File: src/verilog/ibc_pkg.sv
package ibc_pkg;
    // register byte offsets
    localparam logic [11:0] OFS_DROP   = 12'h000;
    localparam logic [11:0] OFS_FLOW   = 12'h004;
    localparam logic [11:0] OFS_TAG    = 12'h008;
    localparam logic [11:0] OFS_TPID   = 12'h00C;
    localparam logic [11:0] OFS_STAT   = 12'h010;
    localparam logic [11:0] OFS_MAP    = 12'h040;
    localparam logic [11:0] OFS_MAP_E  = 12'h07C;
    localparam logic [11:0] OFS_XL     = 12'h100;
    localparam logic [11:0] OFS_XL_E   = 12'h1FC;
    // drop config bit positions
    localparam int DRB_MC_SA   = 0;
    localparam int DRB_NULL    = 1;
    localparam int DRB_ERR     = 2;
    localparam int DRB_CTRL    = 3;
    localparam int DRB_PAUSE   = 4;
    localparam int DRB_UNTAG   = 5;
    localparam int DRB_PRIO_S  = 6;
    localparam int DRB_PRIO_C  = 7;
    localparam int DRB_VLAN_S  = 8;
    localparam int DRB_VLAN_C  = 9;
    // flow config bit positions
    localparam int FLB_DP      = 3;
    localparam int FLB_PCP     = 4;
    localparam int FLB_DSCP    = 5;
    localparam int FLB_XLATE   = 6;
    localparam int FLB_PARSE   = 7;
    // port tag config bit positions
    localparam int TGB_PCP     = 12;
    localparam int TGB_DEI     = 15;
    localparam int TGB_STYPE   = 16;
    localparam int TGB_INNER   = 17;
    localparam int TGB_POP     = 18;
    localparam int TGB_COPY    = 20;
    // translation entry bit positions
    localparam int XLB_TRUST   = 0;
    localparam int XLB_CLASS   = 1;
    localparam int XLB_DP      = 4;
    localparam int XLB_XEN     = 5;
    localparam int XLB_DSCP    = 6;
    // reset values
    localparam logic [9:0]  RST_DROP   = 10'h01C;
    localparam logic [7:0]  RST_FLOW   = 8'h00;
    localparam logic [20:0] RST_TAG    = 21'h000001;
    localparam logic [15:0] RST_TPID   = 16'h88A8;
    // tag protocol identifiers
    localparam logic [15:0] TPID_C     = 16'h8100;
    localparam logic [15:0] TPID_S     = 16'h88A8;
    // reserved destination prefix and null address
    localparam logic [39:0] RSV_PFX    = 40'h0180C20000;
    localparam logic [47:0] NULL_MAC   = 48'h000000000000;
    localparam logic [1:0]  TAGS_MANY  = 2'h3;
    // frame record path state
    typedef enum logic [0:0] {
        IBC_IDLE,
        IBC_OUT
    } ibc_phase_type;
endpackage : ibc_pkg
File: src/verilog/ibc_classifier.sv
// Contract
// - drop or forward listed frame kinds
// - untagged drop spares reserved addresses
// - reset drops control, pause, errored
// - discard frames with disallowed tagging
// - outer tag, inner if enabled
// - three-bit class attached, seven highest
// - one-bit drop precedence attached
// - six-bit codepoint attached for rewriter
// - codepoint from frame, zero non-IP
// - port default class and precedence
// - priority and DEI feed classification
// - codepoint read behind two tags
// - per-port DEI/PCP map table
// - one shared codepoint translation stage
// - tag header with type flag
// - recognise C, S and custom TPID
// - VLAN and priority tags processed
// - header from frame or default
// - inner tag used when enabled
// - pop count clipped to tags present
// - optional class copied into PCP
// - results exposed for later override
// - more than two tags is non-IP
// - upper layers only when parse enabled
//
// Added by the designer: the APB interface to the registers and the register offsets.
module ibc_classifier
    import ibc_pkg::*;
(
    input  wire logic        pclk,
    input  wire logic        presetn,
    input  wire logic        psel,
    input  wire logic        penable,
    input  wire logic        pwrite,
    input  wire logic [11:0] paddr,
    input  wire logic [31:0] pwdata,
    output logic             pready,
    output logic [31:0]      prdata,
    output logic             pslverr,
    input  wire logic        frm_valid,
    input  wire logic [7:0]  frm_id,
    input  wire logic [47:0] frm_dmac,
    input  wire logic [47:0] frm_smac,
    input  wire logic        frm_err,
    input  wire logic        frm_mac_ctrl,
    input  wire logic        frm_pause,
    input  wire logic [1:0]  frm_tag_cnt,
    input  wire logic [15:0] frm_tpid0,
    input  wire logic [15:0] frm_tci0,
    input  wire logic [15:0] frm_tpid1,
    input  wire logic [15:0] frm_tci1,
    input  wire logic        frm_ipv4,
    input  wire logic        frm_ipv6,
    input  wire logic [5:0]  frm_dscp,
    output logic             res_valid,
    output logic [7:0]       res_id,
    output logic             res_drop,
    output logic [2:0]       res_class,
    output logic             res_dp,
    output logic [5:0]       res_dscp,
    output logic [2:0]       res_pcp,
    output logic             res_dei,
    output logic [11:0]      res_vid,
    output logic             res_stag,
    output logic [1:0]       res_pop
);

    // all state of the block
    typedef struct packed {
        logic               pready;     // apb access ack
        logic [31:0]        prdata;     // apb read word
        logic               pslverr;    // apb unmapped flag
        logic [9:0]         drop_cfg;   // frame kind drop mask
        logic [7:0]         flow_cfg;   // classification flow
        logic [20:0]        tag_cfg;    // port tag config
        logic [15:0]        tpid;       // custom service tpid
        logic [15:0][3:0]   map_tab;    // {dei,pcp} -> {dp,class}
        logic [63:0][11:0]  xl_tab;     // codepoint translation
        logic [15:0]        acc_cnt;    // accepted frames
        logic [15:0]        drp_cnt;    // dropped frames
        ibc_phase_type      phase;      // record output phase
        logic               valid;
        logic [7:0]         id;
        logic               drop;
        logic [2:0]         cls;
        logic               dp;
        logic [5:0]         dscp;
        logic [2:0]         pcp;
        logic               dei;
        logic [11:0]        vid;
        logic               stag;
        logic [1:0]         pop;
    } ibc_state_type;

    ibc_state_type st_r;                // registered state
    ibc_state_type st_nxt;              // next state

    // service tag test against both identifiers
    function automatic logic is_stag(input logic [15:0] t,
                                     input logic [15:0] cust);
        is_stag = (t == TPID_S) || (t == cust);
    endfunction : is_stag

    // any recognised tag identifier
    function automatic logic is_tag(input logic [15:0] t,
                                    input logic [15:0] cust);
        is_tag = (t == TPID_C) || is_stag(t, cust);
    endfunction : is_tag

    // combinational frame decision
    logic        f_tagged;          // selected tag recognised
    logic        f_inner;           // inner tag chosen
    logic [15:0] f_tpid;            // selected identifier
    logic [15:0] f_tci;             // selected control word
    logic        f_s;               // selected is service tag
    logic        f_prio;            // selected vid is zero
    logic        f_rsv;             // reserved destination
    logic        f_ip;              // upper layers usable
    logic [5:0]  f_dscp;            // classified codepoint
    logic [2:0]  f_cls;             // classified class
    logic        f_dp;              // classified precedence
    logic        f_drop;            // acceptance verdict
    logic [11:0] f_xl;              // translation entry
    logic [3:0]  f_map;             // map entry
    logic [1:0]  f_ntag;            // tags actually present
    logic [1:0]  f_popc;            // configured pop count

    // classification of one frame
    always_comb begin
        // outer by default, inner on two or more tags when enabled
        f_inner = st_r.tag_cfg[TGB_INNER] &&
                  (frm_tag_cnt >= 2'h2);
        f_tpid  = f_inner ? frm_tpid1 : frm_tpid0;
        f_tci   = f_inner ? frm_tci1 : frm_tci0;
        f_tagged = (frm_tag_cnt != 2'h0) &&
                   is_tag(f_tpid, st_r.tpid);
        f_s     = is_stag(f_tpid, st_r.tpid);
        f_prio  = (f_tci[11:0] == 12'h000);
        // bpdu 00-0F, garp 20-2F, ccm/link trace 30-3F
        f_rsv   = (frm_dmac[47:8] == RSV_PFX) &&
                  ((frm_dmac[7:4] == 4'h0) ||
                   (frm_dmac[7:4] == 4'h2) ||
                   (frm_dmac[7:4] == 4'h3));
        f_drop  = 1'b0;
        // frame kind filter, defaults drop ctrl/pause/err
        if (st_r.drop_cfg[DRB_MC_SA] && frm_smac[40]) begin
            f_drop = 1'b1;
        end
        if (st_r.drop_cfg[DRB_NULL] &&
            ((frm_smac == NULL_MAC) ||
             (frm_dmac == NULL_MAC))) begin
            f_drop = 1'b1;
        end
        if (st_r.drop_cfg[DRB_ERR] && frm_err) begin
            f_drop = 1'b1;
        end
        if (st_r.drop_cfg[DRB_CTRL] && frm_mac_ctrl) begin
            f_drop = 1'b1;
        end
        if (st_r.drop_cfg[DRB_PAUSE] && frm_pause) begin
            f_drop = 1'b1;
        end
        // vlan acceptance on the selected tag
        if (!f_tagged) begin
            if (st_r.drop_cfg[DRB_UNTAG] && !f_rsv) begin
                f_drop = 1'b1;
            end
        end else if (f_s) begin
            if (st_r.drop_cfg[f_prio ? DRB_PRIO_S : DRB_VLAN_S])
            begin
                f_drop = 1'b1;
            end
        end else begin
            if (st_r.drop_cfg[f_prio ? DRB_PRIO_C : DRB_VLAN_C])
            begin
                f_drop = 1'b1;
            end
        end
        // upper layers: parse on, ip, at most two tags
        f_ip = st_r.flow_cfg[FLB_PARSE] &&
               (frm_ipv4 || frm_ipv6) &&
               (frm_tag_cnt != TAGS_MANY);
        f_dscp = f_ip ? frm_dscp : 6'h00;
        // port defaults first
        f_cls = st_r.flow_cfg[2:0];
        f_dp  = st_r.flow_cfg[FLB_DP];
        // tag priority map keyed by {dei,pcp}
        f_map = st_r.map_tab[{f_tci[12], f_tci[15:13]}];
        if (st_r.flow_cfg[FLB_PCP] && f_tagged) begin
            f_cls = f_map[2:0];
            f_dp  = f_map[3];
        end
        // one translation entry shared by the trust and rewrite paths
        f_xl = st_r.xl_tab[f_dscp];
        if (f_ip && st_r.flow_cfg[FLB_DSCP] &&
            f_xl[XLB_TRUST]) begin
            f_cls = f_xl[XLB_CLASS +: 3];
            f_dp  = f_xl[XLB_DP];
        end
        if (f_ip && st_r.flow_cfg[FLB_XLATE] &&
            f_xl[XLB_XEN]) begin
            f_dscp = f_xl[XLB_DSCP +: 6];
        end
        // tags really present, a count of three caps at three
        f_ntag = f_tagged ? frm_tag_cnt : 2'h0;
        f_popc = st_r.tag_cfg[TGB_POP +: 2];
    end

    // next state: apb slave, config and result record
    always_comb begin
        st_nxt = st_r;
        // ack one cycle after setup, so no wait states
        st_nxt.pready  = psel && !penable;
        st_nxt.pslverr = 1'b0;
        st_nxt.prdata  = 32'h00000000;
        // read data latched in setup, stable through access
        if (psel && !penable) begin
            if (paddr == OFS_DROP) begin
                st_nxt.prdata = {22'h000000, st_r.drop_cfg};
            end else if (paddr == OFS_FLOW) begin
                st_nxt.prdata = {24'h000000, st_r.flow_cfg};
            end else if (paddr == OFS_TAG) begin
                st_nxt.prdata = {11'h000, st_r.tag_cfg};
            end else if (paddr == OFS_TPID) begin
                st_nxt.prdata = {16'h0000, st_r.tpid};
            end else if (paddr == OFS_STAT) begin
                st_nxt.prdata = {st_r.drp_cnt, st_r.acc_cnt};
            end else if (paddr >= OFS_MAP && paddr <= OFS_MAP_E
                         && paddr[1:0] == 2'h0) begin
                st_nxt.prdata = {28'h0000000,
                                 st_r.map_tab[paddr[5:2]]};
            end else if (paddr >= OFS_XL && paddr <= OFS_XL_E
                         && paddr[1:0] == 2'h0) begin
                st_nxt.prdata = {20'h00000,
                                 st_r.xl_tab[paddr[7:2]]};
            end else begin
                // unmapped: zero data and an error answer
                st_nxt.pslverr = 1'b1;
            end
        end else begin
            // keep answer stable during access phase
            st_nxt.prdata  = st_r.prdata;
            st_nxt.pslverr = st_r.pslverr && psel;
        end
        // writes take effect at the acknowledged access edge
        if (psel && penable && st_r.pready && pwrite &&
            !st_r.pslverr) begin
            if (paddr == OFS_DROP) begin
                st_nxt.drop_cfg = pwdata[9:0];
            end else if (paddr == OFS_FLOW) begin
                st_nxt.flow_cfg = pwdata[7:0];
            end else if (paddr == OFS_TAG) begin
                st_nxt.tag_cfg = pwdata[20:0];
            end else if (paddr == OFS_TPID) begin
                st_nxt.tpid = pwdata[15:0];
            end else if (paddr >= OFS_MAP &&
                         paddr <= OFS_MAP_E) begin
                st_nxt.map_tab[paddr[5:2]] = pwdata[3:0];
            end else if (paddr >= OFS_XL && paddr <= OFS_XL_E)
            begin
                st_nxt.xl_tab[paddr[7:2]] = pwdata[11:0];
            end else begin
                // status is read only
                st_nxt.tpid = st_r.tpid;
            end
        end
        // result record, one per frame, one cycle later
        st_nxt.valid = frm_valid;
        case (st_r.phase)
            IBC_IDLE: begin
                st_nxt.phase = frm_valid ? IBC_OUT : IBC_IDLE;
            end
            IBC_OUT: begin
                st_nxt.phase = frm_valid ? IBC_OUT : IBC_IDLE;
            end
            default: begin
                st_nxt.phase = IBC_IDLE;
            end
        endcase
        if (frm_valid) begin
            st_nxt.id   = frm_id;
            st_nxt.drop = f_drop;
            st_nxt.cls  = f_cls;
            st_nxt.dp   = f_dp;
            st_nxt.dscp = f_dscp;
            // header from selected tag, else port default
            if (f_tagged) begin
                st_nxt.pcp  = f_tci[15:13];
                st_nxt.dei  = f_tci[12];
                st_nxt.vid  = f_tci[11:0];
                st_nxt.stag = f_s;
            end else begin
                st_nxt.pcp  = st_r.tag_cfg[TGB_PCP +: 3];
                st_nxt.dei  = st_r.tag_cfg[TGB_DEI];
                st_nxt.vid  = st_r.tag_cfg[11:0];
                st_nxt.stag = st_r.tag_cfg[TGB_STYPE];
            end
            if (st_r.tag_cfg[TGB_COPY]) begin
                st_nxt.pcp = f_cls;
            end
            // never pop more tags than the frame carries
            st_nxt.pop = (f_popc > f_ntag) ? f_ntag : f_popc;
            // wrapping frame counters
            if (f_drop) begin
                st_nxt.drp_cnt = st_r.drp_cnt + 16'h0001;
            end else begin
                st_nxt.acc_cnt = st_r.acc_cnt + 16'h0001;
            end
        end
    end

    // state register; constants only under reset
    always_ff @(posedge pclk or negedge presetn) begin
        if (!presetn) begin
            st_r          <= '0;
            st_r.drop_cfg <= RST_DROP;
            st_r.flow_cfg <= RST_FLOW;
            st_r.tag_cfg  <= RST_TAG;
            st_r.tpid     <= RST_TPID;
            st_r.phase    <= IBC_IDLE;
        end else begin
            st_r <= st_nxt;
        end
    end

    // outputs straight from the state register
    assign pready    = st_r.pready;
    assign prdata    = st_r.prdata;
    assign pslverr   = st_r.pslverr;
    assign res_valid = st_r.valid;
    assign res_id    = st_r.id;
    assign res_drop  = st_r.drop;
    assign res_class = st_r.cls;
    assign res_dp    = st_r.dp;
    assign res_dscp  = st_r.dscp;
    assign res_pcp   = st_r.pcp;
    assign res_dei   = st_r.dei;
    assign res_vid   = st_r.vid;
    assign res_stag  = st_r.stag;
    assign res_pop   = st_r.pop;

endmodule : ibc_classifier

File: config.mk
export PLATFORM = sky130hd
export DESIGN_NAME = ibc_classifier
export DESIGN_NICKNAME = d
export VERILOG_FILES = /design/src/verilog/ibc_pkg.sv /design/src/verilog/ibc_classifier.sv
export SDC_FILE = /design/constraint.sdc
export NUM_CORES = 2
export LEC_CHECK = 0
export ABC_AREA = 1
export BUFFER_PORTS_ARGS = -buffer_cell sky130_fd_sc_hd__buf_2
export CORE_MARGIN = 4
export CORE_UTILIZATION = 28
export CTS_CLUSTER_DIAMETER = 40
export DETAILED_ROUTE_END_ITERATION = 8
export PLACE_DENSITY = 0.49
export SLEW_MARGIN = 20
export SYNTH_ARGS = -nofsm -noshare
export SYNTH_HDL_FRONTEND = slang
export SYNTH_SLANG_ARGS = --single-unit
File: constraint.sdc
create_clock -name pclk -period 3.3 [get_ports pclk]
set_input_delay 0.495 -clock pclk [delete_from_list [all_inputs] [get_ports pclk]]
set_output_delay 0.495 -clock pclk [all_outputs]
set_load 0.02 [all_outputs]
== After elaboration in Yosys (flattened, before gate mapping) ==
Index checks and enable logic that the tools add are counted.
Storage, ports and cells
  bits in registers: 992
  bits of input ports: 231
  output and inout bits: 73
  logic and storage cells: 244
Cells by class
  add/sub/neg operators: 2
  $lt $le $gt $ge: 14
  eq/ne operators: 11
  muxes and demuxes: 59
  bitwise gates (word level): 6
  reductions and logical operators: 52
Operators by type and width (number)
  768-bit bitwise mux: 1
  32-bit 2-to-1 mux: 5
  12-bit binary-select mux with 6-bit select: 2
  48-bit zero test: 2
  12-bit demux with 6-bit select: 1
  64-bit bitwise mux: 1
  12-bit 2-to-1 mux: 5
  40-bit by 33-bit equality test with 1-bit output, second input constant: 1
  16-bit by 1-bit adder with 16-bit output, second input constant: 2
  4-bit binary-select mux with 4-bit select: 2
  16-bit equality test, second input constant: 2
  16-bit 2-to-1 mux: 2
  1-bit logical AND: 28
  12-bit by 4-bit equality test with 1-bit output, second input constant: 2
  12-bit zero test: 2
  1-bit 2-to-1 mux: 24
  4-bit by 5-bit < comparator with 1-bit output, second input constant: 4
  4-bit 2-to-1 mux: 5
  17-bit 2-to-1 mux: 1
  4-bit demux with 4-bit select: 1
  16-bit equality test: 1
  6-bit by 7-bit < comparator with 1-bit output, second input constant: 2
  12-bit by 3-bit equality test with 1-bit output, second input constant: 1
  12-bit by 5-bit equality test with 1-bit output, second input constant: 1
  26 further kinds: 46

== Longest topological paths before layout ==
  word-level depth: 13
  mapped depth: 20
  gate-level depth less buffers: 19

== Worst setup path before layout ==
Ideal clock, no wire load.
  path type: input -> register
  start: input port paddr[5]
  end: register st_r[328] (netlist bit)
  setup time: 133 ps
  arrival time: 2284 ps
  data required time: 3167 ps
  setup slack: 883 ps
  cell stages on the path: 15
  path buffers: 3
  cells stage by stage: buf_4 -> nor2_4 -> inv_2 -> nor2_1 -> inv_1 -> nor2_1 -> inv_2 -> nor2_2 -> nor2_1 -> nand2_1 -> nor2_2 -> buf_4 -> nand2_1 -> clkbuf_1 -> o21ai_0
On the way
  longest elaborated chain between the ends: 5
  elaborated cells on any way between the ends: 22
  classes of those cells: 6 x order compare; 3 x eq/ne; 3 x mux; 5 x bitwise; 5 x reduce/logical
Ends and longest elaborated chain
  from (decl): RTL line ibc_classifier.sv:36  | input wire logic [11:0] paddr,
  6-bit by 7-bit < comparator with 1-bit output (not written as such) / 6-bit by 1-bit greater-or-equal comparator with 1-bit output (equally long branches): RTL line ibc_classifier.sv:262  | st_nxt.xl_tab[paddr[7:2]] = pwdata[11:0];
  1-bit logical AND (not written as such): RTL line ibc_classifier.sv:262
  12-bit 2-to-1 mux (not written as such): RTL line ibc_classifier.sv:262
  12-bit demux with 6-bit select: RTL line ibc_classifier.sv:262
  768-bit bitwise mux: RTL line ibc_classifier.sv:262
  to (signal assigned): RTL line ibc_classifier.sv:323  | st_r <= st_nxt;
  to (decl): RTL line ibc_classifier.sv:96  | ibc_state_type st_r;
Parallel ways exist; a longest one is shown, timed or not.
A chain may end at the register's enable or synchronous reset.

== Worst setup path after layout ==
  start: register st_r[948] (netlist bit)
  end: register st_r (netlist bit res_dp)
On the way
  longest elaborated chain between the ends: 7
  elaborated cells on any way between the ends: 8
  classes of those cells: 4 x mux; 4 x reduce/logical
Ends and longest elaborated chain
  1-bit logical AND *: RTL line ibc_classifier.sv:181  | f_ip = st_r.flow_cfg[FLB_PARSE] &&
  1-bit logical AND *: RTL line ibc_classifier.sv:182  | (frm_ipv4 || frm_ipv6) &&
  6-bit 2-to-1 mux: RTL line ibc_classifier.sv:184  | f_dscp = f_ip ? frm_dscp : 6'h00;
  12-bit binary-select mux with 6-bit select: RTL line ibc_classifier.sv:195  | f_xl = st_r.xl_tab[f_dscp];
  12-bit 2-to-1 mux (not written as such): RTL line ibc_classifier.sv:195
  1-bit logical AND: RTL line ibc_classifier.sv:196  | if (f_ip && st_r.flow_cfg[FLB_DSCP] &&
  1-bit 2-to-1 mux *: RTL line ibc_classifier.sv:196
Every way passes the cells marked *; elsewhere a longest branch is shown, timed or not. The select of a mux whose other input is x is not followed.

==> impl_results.html <==
<table>
<tr><th>Metric</th><th>Value</th></tr>
<tr><th colspan="2">STA</th></tr>
<tr><td>RSZ-0062 raised after global routing</td><td>no</td></tr>
<tr><td>Peak Freq</td><td>319 MHz</td></tr>
<tr><td>Slew @ Worst Pin</td><td>1160 ps</td></tr>
<tr><td>Post-route worst hold slack</td><td>59.8 ps</td></tr>
<tr><td>Minimum clock period after layout</td><td>3130 ps</td></tr>
<tr><td>Max-slew headroom at the worst pin</td><td>0.226</td></tr>
<tr><td>Final worst clock skew</td><td>44.2 ps</td></tr>
<tr><td>Final Hold Violating Endpoints</td><td>0</td></tr>
<tr><td>Total count of max-transition violations in the final report</td><td>0</td></tr>
<tr><td>Crit share post-route</td><td>0.950</td></tr>
<tr><td>Endpoints failing setup</td><td>0</td></tr>
<tr><th colspan="2">Routing</th></tr>
<tr><td>Final wirelength</td><td>236000 µm</td></tr>
<tr><td>Starting DRC count in detailed routing</td><td>6028</td></tr>
<tr><td>Vias after detailed routing</td><td>53200</td></tr>
<tr><td>Number of remaining DRC errors</td><td>0</td></tr>
<tr><td>Detailed-route vias per instance</td><td>5.33</td></tr>
<tr><td>Drt first pass iters</td><td>6</td></tr>
<tr><td>Routed WL per cell</td><td>23.7 µm</td></tr>
<tr><td>Antenna-violating nets left</td><td>0</td></tr>
<tr><th colspan="2">Layout</th></tr>
<tr><td>Syn-to-layout area delta</td><td>27.9%</td></tr>
<tr><td>Fill cell instance count of the final layout</td><td>19500</td></tr>
<tr><td># nets final</td><td>7548</td></tr>
<tr><td>Share of layout cells above drive strength 1</td><td>0.175</td></tr>
<tr><td>Cell Count, Final, Fillers Out</td><td>9980</td></tr>
<tr><th colspan="2">Logic synthesis</th></tr>
<tr><td>Post-synth net total</td><td>7115</td></tr>
<tr><td>Cell type with the highest aggregate area in the netlist</td><td>dfrtp_1</td></tr>
<tr><td>Number of flip-flops and latches in the synthesized netlist</td><td>992</td></tr>
<tr><td>Share of flip-flops with an asynchronous set or reset after synthesis</td><td>1.00</td></tr>
<tr><td>Yosys warnings</td><td>0</td></tr>
<tr><td>Distinct cell type count of the synthesized netlist</td><td>50</td></tr>
<tr><td>Post-synthesis instance total</td><td>6879</td></tr>
<tr><td>Top cell type's share of synthesized area</td><td>0.466</td></tr>
<tr><td>Post-Synthesis Mean Instance Area</td><td>7.67 µm²</td></tr>
<tr><td>Register area share after synthesis</td><td>0.471</td></tr>
<tr><td>Post-synth EDFFs</td><td>0</td></tr>
<tr><td>Top_reg_cell synth</td><td>dfrtp_1</td></tr>
<tr><td>Top post-synthesis cells by area</td><td>dfrtp_1 47%, o21ai_0 13%, nand2_1 12%, nand3_1 4.9%, o22ai_1 4.4%</td></tr>
<tr><td>Syn Std Cell Area</td><td>0.0528 mm²</td></tr>
<tr><th colspan="2">Place</th></tr>
<tr><td>Global placement routability congestion</td><td>0.930</td></tr>
<tr><td>I/O Buffers</td><td>292</td></tr>
<tr><td>Number of cells in the design after placement</td><td>9597</td></tr>
<tr><td>Dpl hpwl</td><td>161000 µm</td></tr>
<tr><th colspan="2">Die</th></tr>
<tr><td>Initial cell density of the core</td><td>0.281</td></tr>
<tr><td>Placement Rows</td><td>159</td></tr>
<tr><td>Die Ht</td><td>442 µm</td></tr>
<tr><td>Area of the core</td><td>0.188 mm²</td></tr>
<tr><td>Number of primary I/O pins</td><td>304</td></tr>
<tr><td>Die footprint</td><td>0.195 mm²</td></tr>
<tr><td>Die Span X</td><td>442 µm</td></tr>
<tr><th colspan="2">Clock network</th></tr>
<tr><td>CTS clock-pin slew for the worst setup and hold paths</td><td>50 ps</td></tr>
<tr><td>TritonCTS clock tree</td><td>done</td></tr>
<tr><td>Maximum level of the CTS H-tree</td><td>4</td></tr>
<tr><td>Setup fix buffers added after clock tree synthesis</td><td>0</td></tr>
<tr><td>Clock network latency to the later pin of the worst-skew pair</td><td>840 ps</td></tr>
<tr><td>Clock Path Buffers</td><td>3</td></tr>
<tr><td>Number of clock sinks seen by CTS</td><td>992</td></tr>
<tr><td>Clk root buf</td><td>clkbuf_16</td></tr>
<tr><td>Cts bufs inserted</td><td>189</td></tr>
<tr><th colspan="2">Setup path</th></tr>
<tr><td>Worst reg2reg path startpoint</td><td>st_r[948]</td></tr>
<tr><td>Count of cells along the worst register-to-register path</td><td>18</td></tr>
<tr><td>Most frequent cell on the critical path</td><td>nand3_1</td></tr>
<tr><td>Max stage delay cell, worst path</td><td>dfrtp_2</td></tr>
<tr><td>Crit path capture type</td><td>register</td></tr>
<tr><td>Maximum fanout encountered on the critical timing path</td><td>40</td></tr>
<tr><td>Cells along the critical path</td><td>nand2_1 -&gt; nor2_2 -&gt; buf_12 -&gt; nand2_4 -&gt; buf_12 -&gt; buf_4 -&gt; buf_4 -&gt; nand3_1 -&gt; nand3_1 -&gt; nand3_1 -&gt; nand3_1 -&gt; nand3_1 -&gt; inv_1 -&gt; nor2_1 -&gt; buf_4 -&gt; nand3_1 -&gt; nand2_1 -&gt; nand2_1</td></tr>
<tr><td>Terminus of the critical flop-to-flop path</td><td>res_dp</td></tr>
<tr><td>Setup slack of the most critical reg-to-reg path</td><td>170 ps</td></tr>
<tr><td>Worst path buffer plus inverter count</td><td>6</td></tr>
<tr><td>CP Data Arrival Time</td><td>3830 ps</td></tr>
<tr><td>Dominant delay contributor by cell family on the critical path</td><td>simple AND/OR/NAND/NOR gates</td></tr>
<tr><td>CP Class</td><td>reg2reg</td></tr>
<tr><td>Startpoint type of the worst setup path</td><td>register</td></tr>
<tr><td>Worst path required time</td><td>3990 ps</td></tr>
<tr><td>Maximum single-stage delay on the critical path</td><td>470 ps</td></tr>
<tr><th colspan="2">GRT</th></tr>
<tr><td>Number of antenna violations at the first check in global routing</td><td>24</td></tr>
<tr><td>Maximum number of pins on one net before global-route repair</td><td>144</td></tr>
<tr><td>GRT Residual Overflow</td><td>0</td></tr>
<tr><td>Number of global-route vias before repair</td><td>51100</td></tr>
<tr><td>Global-route usage over all layers</td><td>0.235</td></tr>
<tr><td>Global-route wire length before repair</td><td>348000 µm</td></tr>
<tr><th colspan="2">Hold path</th></tr>
<tr><td>Terminating pin of the worst hold path</td><td>pslverr</td></tr>
<tr><td>Worst hold path class</td><td>in2reg</td></tr>
<tr><td>Beginning of the worst hold path</td><td>penable</td></tr>
<tr><td>Worst hold stages</td><td>3</td></tr>
<tr><th colspan="2">Flow run</th></tr>
<tr><td>Total of max-cap violations</td><td>0</td></tr>
<tr><th colspan="2">Run status</th></tr>
<tr><td>Result of the run</td><td>finished clean</td></tr>
<tr><th colspan="2">Pwr</th></tr>
<tr><td>Worst VDD drop</td><td>0.000519 V</td></tr>
<tr><td>Static Leak</td><td>30.5 nW</td></tr>
<tr><td>Pwr per Cell Area</td><td>522 mW/mm²</td></tr>
</table>
## metal layers
| layer | track usage | wire length [µm] |
|---|---|---|
| met4 | 0.110 | 11800 |
| met5 | 0 | 28 |
| met2 | 0.372 | 107000 |
| met3 | 0.0451 | 19600 |
| met1 | 0.309 | 97800 |
## layout by cell type, fill, tap and decap left out, types with 6 or more instances in the layout
master / n
nor4_1: 33
inv_2: 23
nand3b_1: 6
or2_1: 6
a21oi_1: 40
diode_2: 10
nand2_1: 1748
clkbuf_8: 32
o22ai_1: 370
nand2_2: 13
nor2_2: 8
bufinv_16: 22
clkinv_16: 9
o211ai_1: 181
a22oi_1: 35
xor2_1: 25
clkinv_4: 16
nor3_1: 21
dfstp_2: 9
o21ai_1: 35
nor2_4: 6
o21ai_2: 10
buf_12: 131
inv_1: 371
clkbuf_1: 18
dfrtp_1: 982
o21ai_0: 1423
nand4_1: 53
clkbuf_16: 189
o21bai_1: 52
clkinv_2: 24
nor2_1: 192
buf_4: 425
clkinvlp_4: 23
nand3_1: 521
buf_2: 291
dlygate4sd3_1: 19
inv_6: 18
or2_2: 31
## per-stage QoR
stage | power, W | area [µm²] | TNS [ps] | utilization | setup WS [ps]
2_1_floorplan | 0.0135 | 52800 | 0 | - | 883
3_3_place_gp | 0.0150 | 60400 | -338 | 0.322 | -150
3_5_place_dp | 0.0150 | 60400 | -449 | 0.322 | -162
4_1_cts | 0.0355 | 67500 | 0 | 0.360 | 140
5_1_grt | 0.0363 | 67500 | 0 | 0.360 | 46.4
6_report | 0.0352 | 67500 | 0 | 0.360 | 166
## what timing repair did
item                                    in CTS  in global routing
hold endpoints to repair                   215                  0
gates resized for setup                      0                  2
hold buffers                                19                  0
endpoints found under the setup margin       0                  2
## synth_stat cells (all sizes together), types with 5 or more instances
library cell  instances
a22oi                35
nor2                206
nand2              1765
mux2                  5
clkbuf              352
o22ai               370
xor2                 25
nand3               525
o21ai              1468
nand4                54
o211ai              181
nor4                 33
inv                 399
buf                 273
o21bai               52
or2                  37
dfstp                 9
a21oi                40
nor3                 21
dfrtp               983
ha                    5
nand3b                6
## tightest hold or removal path, stage by stage
cell	delay (ps)
buf_2	160
nand2_1	90
o21ai_0	70
## flip-flops by register name, indices dropped and copies added (netlist names), 2 cells and up
signal	count
f_popc	2
res_id	8
res_pop	2
st_r	917
res_vid	12
res_class	3
res_dscp	6
prdata	32
res_pcp	3
## logic make-up (layout without fill, tap and decap cells)
family,Yosys count,count (layout),synth area share
xor+xnor,28,28,0.00465
other cells,0,10,0
buf+inv,1026,1622,0.0821
flops,992,992,0.471
compound gates,2170,2170,0.230
fa+ha+maj,5,5,0.00119
simple gates,2649,2649,0.210
mux,9,9,0.00183
## how the worst max path moves through the flow
stage / from / endpoint / cells past startpoint
4_1_cts: st_r[948] / res_dp / 18
3_5_place_dp: frm_tag_cnt[1] / res_dp / 21
3_3_place_gp: frm_tag_cnt[0] / res_dp / 21
2_1_floorplan: paddr[5] / st_r[328] / 15
6_report: st_r[948] / res_dp / 18
5_1_grt: st_r[937] / res_pop[0] / 17
## power breakdown
part | leakage [nW] | internal, W | switching (W)
sequential | 13.8 | 0.0123 | 0.0000597
clock | 3.27 | 0.0131 | 0.00729
combinational | 13.4 | 0.000774 | 0.00170
total | 30.5 | 0.0262 | 0.00905
## cell type report
cell class	count	area, µm²	share of cell area
clock inverters	115	1600	0.0237
diodes	10	25.0	0.000371
inverters	401	1520	0.0226
repair buffers	867	7470	0.111
flip-flops and latches	992	24800	0.368
clock buffers	239	5240	0.0776
well taps	2495	3120	0.0463
multi-input cells	4861	23700	0.351
No activity file was read; power rests on OpenSTA's default activity.
